**src/design/adc_seq_defines.svh**
```systemverilog
`ifndef ADC_SEQ_DEFINES_SVH
`define ADC_SEQ_DEFINES_SVH

`define ADC_WORD_BITS      16
`define ADC_CONVERSION_START_N_CYCLES    80
`define ADC_START_LAT      2
`define ADC_RDY_EARLY      2
`define ADC_CNT_BITS       7
`define ADC_SIGN_FLIP      16'h8000
`define ADC_REF_PERIOD_NS  4
`define ADC_OSC_PERIOD_NS  64
`define ADC_OSC_DIV        (`ADC_OSC_PERIOD_NS / `ADC_REF_PERIOD_NS)
`define ADC_EXT_TIMEOUT_NS 256
`define ADC_EXT_TIMEOUT    (`ADC_EXT_TIMEOUT_NS / `ADC_REF_PERIOD_NS)
`define ADC_TMR_BITS       8

`endif

```
**src/design/adc_seq_pkg.sv**
```systemverilog
package adc_seq_pkg;
   typedef enum logic [1:0] {
      SEQ_IDLE,
      SEQ_ARM,
      SEQ_CONVERT
   } seq_state_t;

   typedef enum logic [1:0] {
      CLK_STOPPED,
      CLK_INTERNAL,
      CLK_EXTERNAL
   } clk_source_t;

   typedef logic [15:0] sample_word_t;
endpackage

```
**src/design/mclk_tick_if.sv**
```systemverilog
`timescale 1ns/1ps
`default_nettype none
interface mclk_tick_if;
   import adc_seq_pkg::*;
   logic        tick;
   clk_source_t source;
   modport src (output tick, output source);
   modport snk (input tick, input source);
endinterface
`default_nettype wire

```
**src/design/adc_conversion_sequencer.sv**
```systemverilog
`timescale 1ns/1ps
`default_nettype none
`include "adc_seq_defines.svh"
module adc_conversion_sequencer #(
   parameter int unsigned CONVERSION_START_N_CYCLES = `ADC_CONVERSION_START_N_CYCLES,
   parameter int unsigned START_LAT   = `ADC_START_LAT,
   parameter int unsigned RDY_EARLY   = `ADC_RDY_EARLY
) (
   // clock and reset
   input  wire logic                      ref_clk_in,
   input  wire logic                      rst_n_in,
   // pins from host
   input  wire logic                      mclk_pin_in,
   input  wire logic                      conversion_start_n_in,
   input  wire logic                      chip_select_n_in,
   input  wire logic                      polarity_select_in,
   // serial port and filter
   input  wire logic                      port_drained_in,
   input  wire adc_seq_pkg::sample_word_t raw_sample_in,
   // results and status
   output logic                           data_ready_n_out,
   output adc_seq_pkg::sample_word_t      port_word_out,
   output logic                           word_loaded_out,
   output logic                           converting_out,
   output adc_seq_pkg::clk_source_t       clock_source_out
);
   import adc_seq_pkg::*;

   mclk_tick_if tick_if ();

   mclk_source_select u_clk_sel (
      .ref_clk_in  (ref_clk_in),
      .rst_n_in    (rst_n_in),
      .mclk_pin_in (mclk_pin_in),
      .tick_if     (tick_if.src)
   );

   seq_state_t              state_q;
   logic [`ADC_CNT_BITS-1:0] cnt_q;
   logic                    unread_q;
   logic                    last_cycle;
   logic                    early_cycle;
   logic                    arm_done;
   logic                    tick;

   assign tick        = tick_if.tick;
   assign last_cycle  = (state_q == SEQ_CONVERT)
                     && (cnt_q == CONVERSION_START_N_CYCLES[`ADC_CNT_BITS-1:0] - 1'b1);
   assign early_cycle = (state_q == SEQ_CONVERT)
                     && (cnt_q == CONVERSION_START_N_CYCLES[`ADC_CNT_BITS-1:0]
                               - RDY_EARLY[`ADC_CNT_BITS-1:0] - 1'b1);
   assign arm_done    = (state_q == SEQ_ARM)
                     && (cnt_q == START_LAT[`ADC_CNT_BITS-1:0] - 1'b1);

   function automatic sample_word_t encode(input sample_word_t raw,
                                           input logic bipolar);
      encode = bipolar ? (raw ^ `ADC_SIGN_FLIP) : raw;
   endfunction

   // reset clears the counter, so all parts released together stay aligned
   // start is only looked at on ticks, hence a lag of up to one tick period, 16 clocks on the internal oscillator
   always_ff @(posedge ref_clk_in or negedge rst_n_in) begin
      if (!rst_n_in) begin
         state_q <= SEQ_IDLE;
      end else if (tick) begin
         case (state_q)
            SEQ_IDLE: begin
               if (!conversion_start_n_in) begin
                  state_q <= SEQ_ARM;
               end
            end
            SEQ_ARM: begin
               if (arm_done) begin
                  state_q <= SEQ_CONVERT;
               end
            end
            SEQ_CONVERT: begin
               if (last_cycle && conversion_start_n_in) begin
                  state_q <= SEQ_IDLE;
               end
            end
            default: begin
               state_q <= SEQ_IDLE;
            end
         endcase
      end
   end

   always_ff @(posedge ref_clk_in or negedge rst_n_in) begin
      if (!rst_n_in) begin
         cnt_q <= '0;
      end else if (tick) begin
         // the tick that takes start is the first of the start latency
         if ((state_q == SEQ_IDLE && conversion_start_n_in)
             || arm_done || last_cycle) begin
            cnt_q <= '0;
         end else begin
            cnt_q <= cnt_q + 1'b1;
         end
      end
   end

   always_ff @(posedge ref_clk_in or negedge rst_n_in) begin
      if (!rst_n_in) begin
         port_word_out <= '0;
      end else if (tick && last_cycle) begin
         port_word_out <= encode(raw_sample_in, polarity_select_in);
      end
   end

   always_ff @(posedge ref_clk_in or negedge rst_n_in) begin
      if (!rst_n_in) begin
         word_loaded_out <= 1'b0;
      end else begin
         word_loaded_out <= tick && last_cycle;
      end
   end

   // a new load wins over a drain seen in the same cycle
   always_ff @(posedge ref_clk_in or negedge rst_n_in) begin
      if (!rst_n_in) begin
         data_ready_n_out <= 1'b1;
      end else if (tick && last_cycle) begin
         data_ready_n_out <= 1'b0;
      end else if (port_drained_in) begin
         data_ready_n_out <= 1'b1;
      end else if (tick && early_cycle && unread_q && !chip_select_n_in) begin
         data_ready_n_out <= 1'b1;
      end
   end

   always_ff @(posedge ref_clk_in or negedge rst_n_in) begin
      if (!rst_n_in) begin
         unread_q <= 1'b0;
      end else if (tick && last_cycle) begin
         unread_q <= 1'b1;
      end else if (port_drained_in) begin
         unread_q <= 1'b0;
      end
   end

   always_ff @(posedge ref_clk_in or negedge rst_n_in) begin
      if (!rst_n_in) begin
         converting_out <= 1'b0;
      end else begin
         converting_out <= (state_q == SEQ_CONVERT);
      end
   end

   always_ff @(posedge ref_clk_in or negedge rst_n_in) begin
      if (!rst_n_in) begin
         clock_source_out <= CLK_STOPPED;
      end else begin
         clock_source_out <= tick_if.source;
      end
   end
endmodule // adc_conversion_sequencer
`default_nettype wire

```
**src/design/mclk_source_select.sv**
```systemverilog
`timescale 1ns/1ps
`default_nettype none
`include "adc_seq_defines.svh"
module mclk_source_select #(
   parameter int unsigned EXT_TIMEOUT = `ADC_EXT_TIMEOUT,
   parameter int unsigned OSC_DIV     = `ADC_OSC_DIV
) (
   // clock and reset
   input  wire logic ref_clk_in,
   input  wire logic rst_n_in,
   // master clock pin
   input  wire logic mclk_pin_in,
   // tick carrier
   mclk_tick_if.src  tick_if
);
   import adc_seq_pkg::*;

   logic                     pin_q;
   logic                     seen_q;
   logic                     moved_q;
   logic [`ADC_TMR_BITS-1:0] still_q;
   logic [`ADC_TMR_BITS-1:0] osc_q;
   logic                     pin_fall;
   logic                     pin_edge;

   // no compare until the pin has been seen once: its idle level is unknown
   assign pin_fall = seen_q & pin_q & ~mclk_pin_in;
   assign pin_edge = seen_q & (pin_q ^ mclk_pin_in);

   always_ff @(posedge ref_clk_in or negedge rst_n_in) begin
      if (!rst_n_in) begin
         pin_q  <= 1'b0;
         seen_q <= 1'b0;
      end else begin
         pin_q  <= mclk_pin_in;
         seen_q <= 1'b1;
      end
   end

   // only a real pin edge since reset may select the external source
   always_ff @(posedge ref_clk_in or negedge rst_n_in) begin
      if (!rst_n_in) begin
         moved_q <= 1'b0;
      end else if (pin_edge) begin
         moved_q <= 1'b1;
      end
   end

   // time since the pin last moved decides between external and static
   always_ff @(posedge ref_clk_in or negedge rst_n_in) begin
      if (!rst_n_in) begin
         still_q <= '0;
      end else if (pin_edge) begin
         still_q <= '0;
      end else if (still_q != EXT_TIMEOUT[`ADC_TMR_BITS-1:0]) begin
         still_q <= still_q + 1'b1;
      end
   end

   always_ff @(posedge ref_clk_in or negedge rst_n_in) begin
      if (!rst_n_in) begin
         tick_if.source <= CLK_STOPPED;
      end else if (moved_q
                   && still_q != EXT_TIMEOUT[`ADC_TMR_BITS-1:0]) begin
         tick_if.source <= CLK_EXTERNAL;
      end else if (pin_q
                   || still_q != EXT_TIMEOUT[`ADC_TMR_BITS-1:0]) begin
         tick_if.source <= CLK_STOPPED;
      end else begin
         tick_if.source <= CLK_INTERNAL;
      end
   end

   // oscillator only divides while selected, so it costs nothing otherwise
   always_ff @(posedge ref_clk_in or negedge rst_n_in) begin
      if (!rst_n_in) begin
         osc_q <= '0;
      end else if (tick_if.source != CLK_INTERNAL) begin
         osc_q <= '0;
      end else if (osc_q == OSC_DIV[`ADC_TMR_BITS-1:0] - 1'b1) begin
         osc_q <= '0;
      end else begin
         osc_q <= osc_q + 1'b1;
      end
   end

   // one tick per falling master clock edge, or one per OSC_DIV clocks on the internal oscillator, keeps parts in lockstep
   always_ff @(posedge ref_clk_in or negedge rst_n_in) begin
      if (!rst_n_in) begin
         tick_if.tick <= 1'b0;
      end else if (tick_if.source == CLK_INTERNAL) begin
         tick_if.tick <= (osc_q == OSC_DIV[`ADC_TMR_BITS-1:0] - 1'b1);
      end else begin
         tick_if.tick <= pin_fall;
      end
   end
endmodule // mclk_source_select
`default_nettype wire

```
**config.mk**
```make
export PLATFORM = sky130hd
export DESIGN_NAME = adc_conversion_sequencer
export DESIGN_NICKNAME = d
export VERILOG_FILES = /design/src/design/adc_seq_pkg.sv /design/src/design/mclk_tick_if.sv /design/src/design/adc_conversion_sequencer.sv /design/src/design/mclk_source_select.sv
export VERILOG_INCLUDE_DIRS = /design/src /design/src/design
export SDC_FILE = /design/constraint.sdc
export NUM_CORES = 1
export LEC_CHECK = 0
export ABC_AREA = 1
export BUFFER_PORTS_ARGS = -buffer_cell sky130_fd_sc_hd__buf_2
export CORE_AREA = 4 4 71 73
export DETAILED_ROUTE_END_ITERATION = 12
export DIE_AREA = 0 0 75 77
export PLACE_DENSITY = 0.81
export SLEW_MARGIN = 5
export SYNTH_ARGS = -nofsm -noshare
export SYNTH_HDL_FRONTEND = slang
export SYNTH_HIERARCHICAL = 1
export SYNTH_SLANG_ARGS = --single-unit
```
**constraint.sdc**
```tcl
create_clock -name ref_clk_in -period 2.3 [get_ports ref_clk_in]
set_input_delay 0.345 -clock ref_clk_in [delete_from_list [all_inputs] [get_ports ref_clk_in]]
set_output_delay 0.345 -clock ref_clk_in [all_outputs]
set_load 0.02 [all_outputs]
```
==> impl_metrics.toml, run 1 <==
[cts]
cts.htree.levels = 2
cts_root_buffer = "clkbuf_8"
clkSinkCount = 53
cts_tree = "built"
clkTransAtPathRegs_ns = 0.10
cts_buffers = 5
cts-resized-gates = 0
cts_setup_buffers = 0
clock_path_buffers = 2
worstSkewPairLatency_ns = 0.31
cts_hold_buf = 0

[die]
fp-row-count = 24
initial_core_util = 0.5747
die_area_sq_um = 5775
ios = 44
die_x_um = 75
fp.dieH_um = 77
core_region_area_sq_um = 4354

[status]
status = "finished, final reports clean"

[routing]
via_count = 1973
wl_per_cell_um = 11.59
drc = 0
vias_per_cell = 5.008
first_iter_violations = 131
drtAntennaViolNets = 0
drt_pass1_iterations = 4
routed_wirelength_mm = 4.566

[timing]
period_minus_slack_ns = 1.698
finalHoldViolations = 0
holdWs_ns = 0.04127
fin_skew_ns = 0.01054
setup_slack_ns = 0.6018
grt_setup_unrepaired = "false"
fin_setup_tns_ns = 0
finalCritPeriodShare = 0.7384
maxSlewViolCount = 0
relSlewSlack = 0.5841
clock.fmax_mhz = 588.9
tightest_slew_ns = 0.6238
setup_viol = 0

[cells_and_area]
fillers = 380
drive_gt1_frac = 0.2135
area_growth_pct = 14.15
utilization = 0.6560
diodes = 0
nets = 369

[logic_synthesis]
synth_area_per_cell_sq_um = 8.483
syn_area_sq_um = 2502
ys_warn_count = 6
ys_ff_latch = 53
syn_nets = 323
yosysSeqAreaShare = 0.5305
yosys.area.top_type = "dfrtp_1"
synthTopCellsByArea = "dfrtp_1, nand2_1, nor2_1"
synth_top_area_frac = 0.5200
synthCells = 295
synth_cell_types = 25

[global_routing]
grt_pass1_vias = 1799
grt_first_pass_wirelength_mm = 7.748
grt_antenna_before_repair = 0
track_usage = 0.1687
grt_overflow = 0
grt_max_degree = 28

[worst_setup_path]
r2r_slack_ns = 0.60
worstPathBufferInverterCount = 2
endpoint_kind = "flip-flop"
cp_max_fo = 20
critPathLaunchType = "flip-flop"
rr_worst_depth = 7
crit_end = "port_word_out[1]"
critPathSlowestCell = "dfrtp_1"
crit_start = "cnt_q[4]"
crit_cells = 7
crit_chain = "inv_2 -> nand2_2 -> nor2_2 -> nand4_4 -> inv_2 -> nand2_1 -> nand2_1"
path_class = "flip-flop to flip-flop"
cp_top_family = "simple AND/OR/NAND/NOR gates"
arrival_ns = 1.95
max_stage_delay_ns = 0.45
timing.rr.end = "port_word_out[1]"
cp_data_required_time_ns = 2.55
r2r_start = "cnt_q[4]"

[placed_design]
port_buffers = 43
place_ws_ns = 0.6416
gp_congestion = 0.7928
dpl.hpwl_mm = 3.335

[power]
peakVddDrop_uv = 446.8
p_leak_nw = 1.392
p_total_mw = 2.122
power_density_nw_per_um2 = 742.9

[worst_hold_path]
hp-class = "primary input to asynchronous set/reset pin"

[job]
cap_violations = 0
[worst register-to-register path: stages (launching register included)]
cell	delay, ns
dfrtp_1	0.45
inv_2	0.09
nand2_2	0.05
nor2_2	0.19
nand4_4	0.33
inv_2	0.34
nand2_1	0.10
nand2_1	0.07
[worst min-delay path by stage]
stage                     endpoint  cells after the start                        start
6_report            converting_out                      1                     rst_n_in
5_1_grt          port_word_out[12]                      1                     rst_n_in
4_1_cts             converting_out                      1                     rst_n_in
3_5_place_dp   clock_source_out[0]                      0  u_clk_sel/tick_if.source[0]
3_3_place_gp   clock_source_out[0]                      0  u_clk_sel/tick_if.source[0]
2_1_floorplan  clock_source_out[0]                      0                     rst_n_in
[Yosys cell counts]
cell      number
conb_1         1
nand2_2       12
xor2_1         4
buf_12         1
ha_1           5
xnor2_1        3
nor2_1        37
nor2_2         1
o21bai_1       1
nand4_1        3
mux2i_1        1
a21oi_1       10
buf_6          3
nand3_1       24
or2_2          1
o21ai_0        7
nor2_4         3
buf_4          1
dfrtp_1       52
nand4_4        1
nor3_1         1
inv_2          2
dfstp_2        1
nand2_1       87
inv_1         33
[state kept, by name, indices dropped and copies added, names as in the netlist, 2 cells and up]
register / count
port_word_out: 16
clock_source_out: 2
state_q: 2
cnt_q: 7
u_clk_sel/osc_q: 8
u_clk_sel/still_q: 8
u_clk_sel/tick_if.source: 2
[metrics by stage]
step,std cells,area (sq um)
after floorplan,295,2502
after detailed placement,386,2741
final,394,2856
after CTS,394,2856
after global placement,386,2741
after global routing,394,2856
[cell type report]
type | instances | area (sq um) | share of cell area
clock buffers | 5 | 68.82 | 0.02409
clock inverters | 3 | 46.29 | 0.01621
inverters | 35 | 131.4 | 0.04599
multi-input cells | 202 | 982.2 | 0.3438
flip-flops and latches | 53 | 1328 | 0.4647
well taps | 52 | 65.06 | 0.02278
repair buffers | 44 | 235.2 | 0.08235
[per-layer routing]
| metal | vias up | GRT usage | share of wire |
|---|---|---|---|
| li1 | 1002 | - | - |
| met1 | 910 | 0.2284 | 0.45 |
| met2 | 52 | 0.2613 | 0.46 |
| met3 | 9 | 0.04314 | 0.070 |
| met4 | 0 | 0.05516 | 0.013 |
| met5 | - | 0 | 0 |
[logic make-up (layout without fill, tap and decap cells)]
logic type | Yosys count | in the layout | synth area share
compound gates | 18 | 18 | 0.03700
xor+xnor | 7 | 7 | 0.02450
fa+ha+maj | 5 | 5 | 0.02500
buf+inv | 40 | 87 | 0.07700
flops | 53 | 53 | 0.5305
mux | 1 | 1 | 0.004000
other cells | 1 | 1 | 0.001499
simple gates | 170 | 170 | 0.3005
[where the power goes]
part	internal (mW)	switching, mW
Combinational	0.140	0.214
Sequential	1.02	0.111
Clock	0.326	0.313
Total	1.48	0.638
[cells in the final DEF, fill, tap and decap left out, types with 3 or more instances in the layout]
cell	count
xnor2_1	3
inv_1	33
nor2_1	37
nand2_2	12
o21ai_0	7
clkbuf_8	5
ha_1	5
nor2_4	3
dfrtp_1	52
nand2_1	87
nand3_1	24
xor2_1	4
nand4_1	3
a21oi_1	10
buf_2	43
Note: power is estimated with default switching activity, not from simulation.
==> run 2, diff against run 1 <==
Settings changed: CORE_AREA 4 4 71 73 to 4 4 76 78, DIE_AREA 0 0 75 77 to 0 0 80 82, PLACE_DENSITY 0.81 to 0.74.
Clock period 2.3 ns to 1.4 ns, I/O delays scaled along.
==> impl_metrics.toml, run 2 (synthesis results as in run 1) <==
[status]
status = "finished, final reports clean"

[timing]
setup_slack_ns = 0.04643
maxSlewViolCount = 0
finalHoldViolations = 0
clock.fmax_mhz = 738.8
holdWs_ns = 0.05122
finalCritPeriodShare = 0.9668
fin_skew_ns = 0.01064
period_minus_slack_ns = 1.354
grt_setup_unrepaired = "true"
setup_viol = 0

[cts]
cts_buffers = 5
cts.htree.levels = 2
cts_root_buffer = "clkbuf_8"
clock_path_buffers = 2
clkTransAtPathRegs_ns = 0.09
clkSinkCount = 53
worstSkewPairLatency_ns = 0.30
cts_tree = "built"

[worst_setup_path]
path_class = "flip-flop to flip-flop"
cp_data_required_time_ns = 1.64
arrival_ns = 1.60
critPathSlowestCell = "dfrtp_1"
max_stage_delay_ns = 0.42
critPathLaunchType = "flip-flop"
path_common_cell = "inv_2"
cp_max_fo = 3
crit_chain = "inv_2 -> ha_2 -> inv_2 -> nor2_4 -> nand4_1 -> or2_4 -> nand3_1"
endpoint_kind = "flip-flop"

[cells_and_area]
nets = 380
largest_reg_flops = 16
final_cell_mix = "nand2_1, dfrtp_1, buf_2, nor2_1, inv_1"
area_growth_pct = 20.10
final_common_cell = "nand2_1"
layout.cells.non_filler = 423
drive_gt1_frac = 0.2663
fillers = 438
final_area_sq_um = 3005
diodes = 0
top_register = "port_word_out"
reg_top3 = "port_word_out: 16 flops, u_clk_sel/osc_q: 8 flops, u_clk_sel/still_q: 8 flops"

[routing]
routed_wirelength_mm = 4.727
vias_per_cell = 4.683
drtAntennaViolNets = 0
drt_pass1_iterations = 4
first_iter_violations = 101
drc = 0
via_count = 1981
wl_per_cell_um = 11.17

[global_routing]
grt_use_met3 = 0.04496
grt_most_used_layer = "met2"
grt_max_degree = 27
track_usage = 0.1487
grt_first_pass_wirelength_mm = 7.741
grtUsageMet1 = 0.1927
grt_overflow = 0
grt_antenna_before_repair = 0
grtUsageMet2 = 0.2459
grt_pass1_vias = 1797

[die]
fp.dieH_um = 82
initial_core_util = 0.4931
fp-row-count = 26
ios = 44
die_area_sq_um = 6560
die_x_um = 80
core_region_area_sq_um = 5075

[placed_design]
dpl.hpwl_mm = 3.552
dpl.cell_count = 412
port_buffers = 43
gp_congestion = 0.8197
place_ws_ns = 0.01120
post_dp_cell_area_sq_um = 2824

[power]
peakVddDrop_uv = 676.6
p_leak_nw = 1.450
power_density_nw_per_um2 = 1192

[worst_hold_path]
hp-class = "primary input to flip-flop"

[job]
cap_violations = 0
[run 2: timing repair]
action	in CTS	in global routing
endpoints found under the hold margin	9	0
setup buffers	0	2
gates cloned	0	0
pin swaps	0	6
resized for setup	1	17
endpoints found under the setup margin	4	23
hold buffers	1	0
[run 2: worst paths after layout]
| path | from | endpoint | slack, ns | cells past startpoint |
|---|---|---|---|---|
| worst max-delay path | cnt_q[1] | state_q[1] | 0.05 | 7 |
| worst min-delay path | mclk_pin_in | u_clk_sel/pin_q | 0.05 | 1 |
| worst max register to register | cnt_q[1] | state_q[1] | 0.05 | 7 |
| worst min register to register | u_clk_sel/tick_if.source[0] | clock_source_out[0] | 0.38 | 0 |
| max in group asynchronous | rst_n_in | word_loaded_out | 0.56 | 3 |
| min in group asynchronous | rst_n_in | unread_q | 0.31 | 2 |
[run 2: through the flow]
stage                     utilization  TNS, ns  total power, mW
after floorplan                     -        0            2.295
after global placement         0.5565        0            2.496
after detailed placement       0.5565        0            2.524
after CTS                      0.5816        0            3.571
after global routing           0.5922  -0.1684            3.811
final                          0.5922        0            3.582
[run 2: final cells by class]
type | instances | area (sq um) | share of cell area
flip-flops and latches | 53 | 1328 | 0.4417
clock buffers | 5 | 68.82 | 0.02290
repair buffers | 55 | 327.8 | 0.1091
clock inverters | 3 | 46.29 | 0.01540
inverters | 35 | 133.9 | 0.04455
multi-input cells | 202 | 1013 | 0.3372
well taps | 70 | 87.58 | 0.02914
[run 2: where the power goes]
| part | total, mW | leakage (nW) | internal [mW] | switching [mW] |
|---|---|---|---|---|
| combinational | 0.712 | 0.793 | 0.298 | 0.415 |
| sequential | 1.84 | 0.602 | 1.67 | 0.165 |
| clock | 1.03 | 0.0543 | 0.535 | 0.497 |
[run 2: worst max-delay path: cells and delay by family (launching register included)]
kind,cells,cell delay [ns]
fa+ha+maj,1,0.16
simple gates,4,0.60
flops,1,0.42
buf+inv,2,0.12
[run 2: layer usage]
metal,routed length (um),part of all wire,up-vias
li1,-,-,1027
met1,2203,0.47,906
met2,2235,0.47,41
met3,236,0.050,7
met4,51,0.011,0
met5,0,0,-
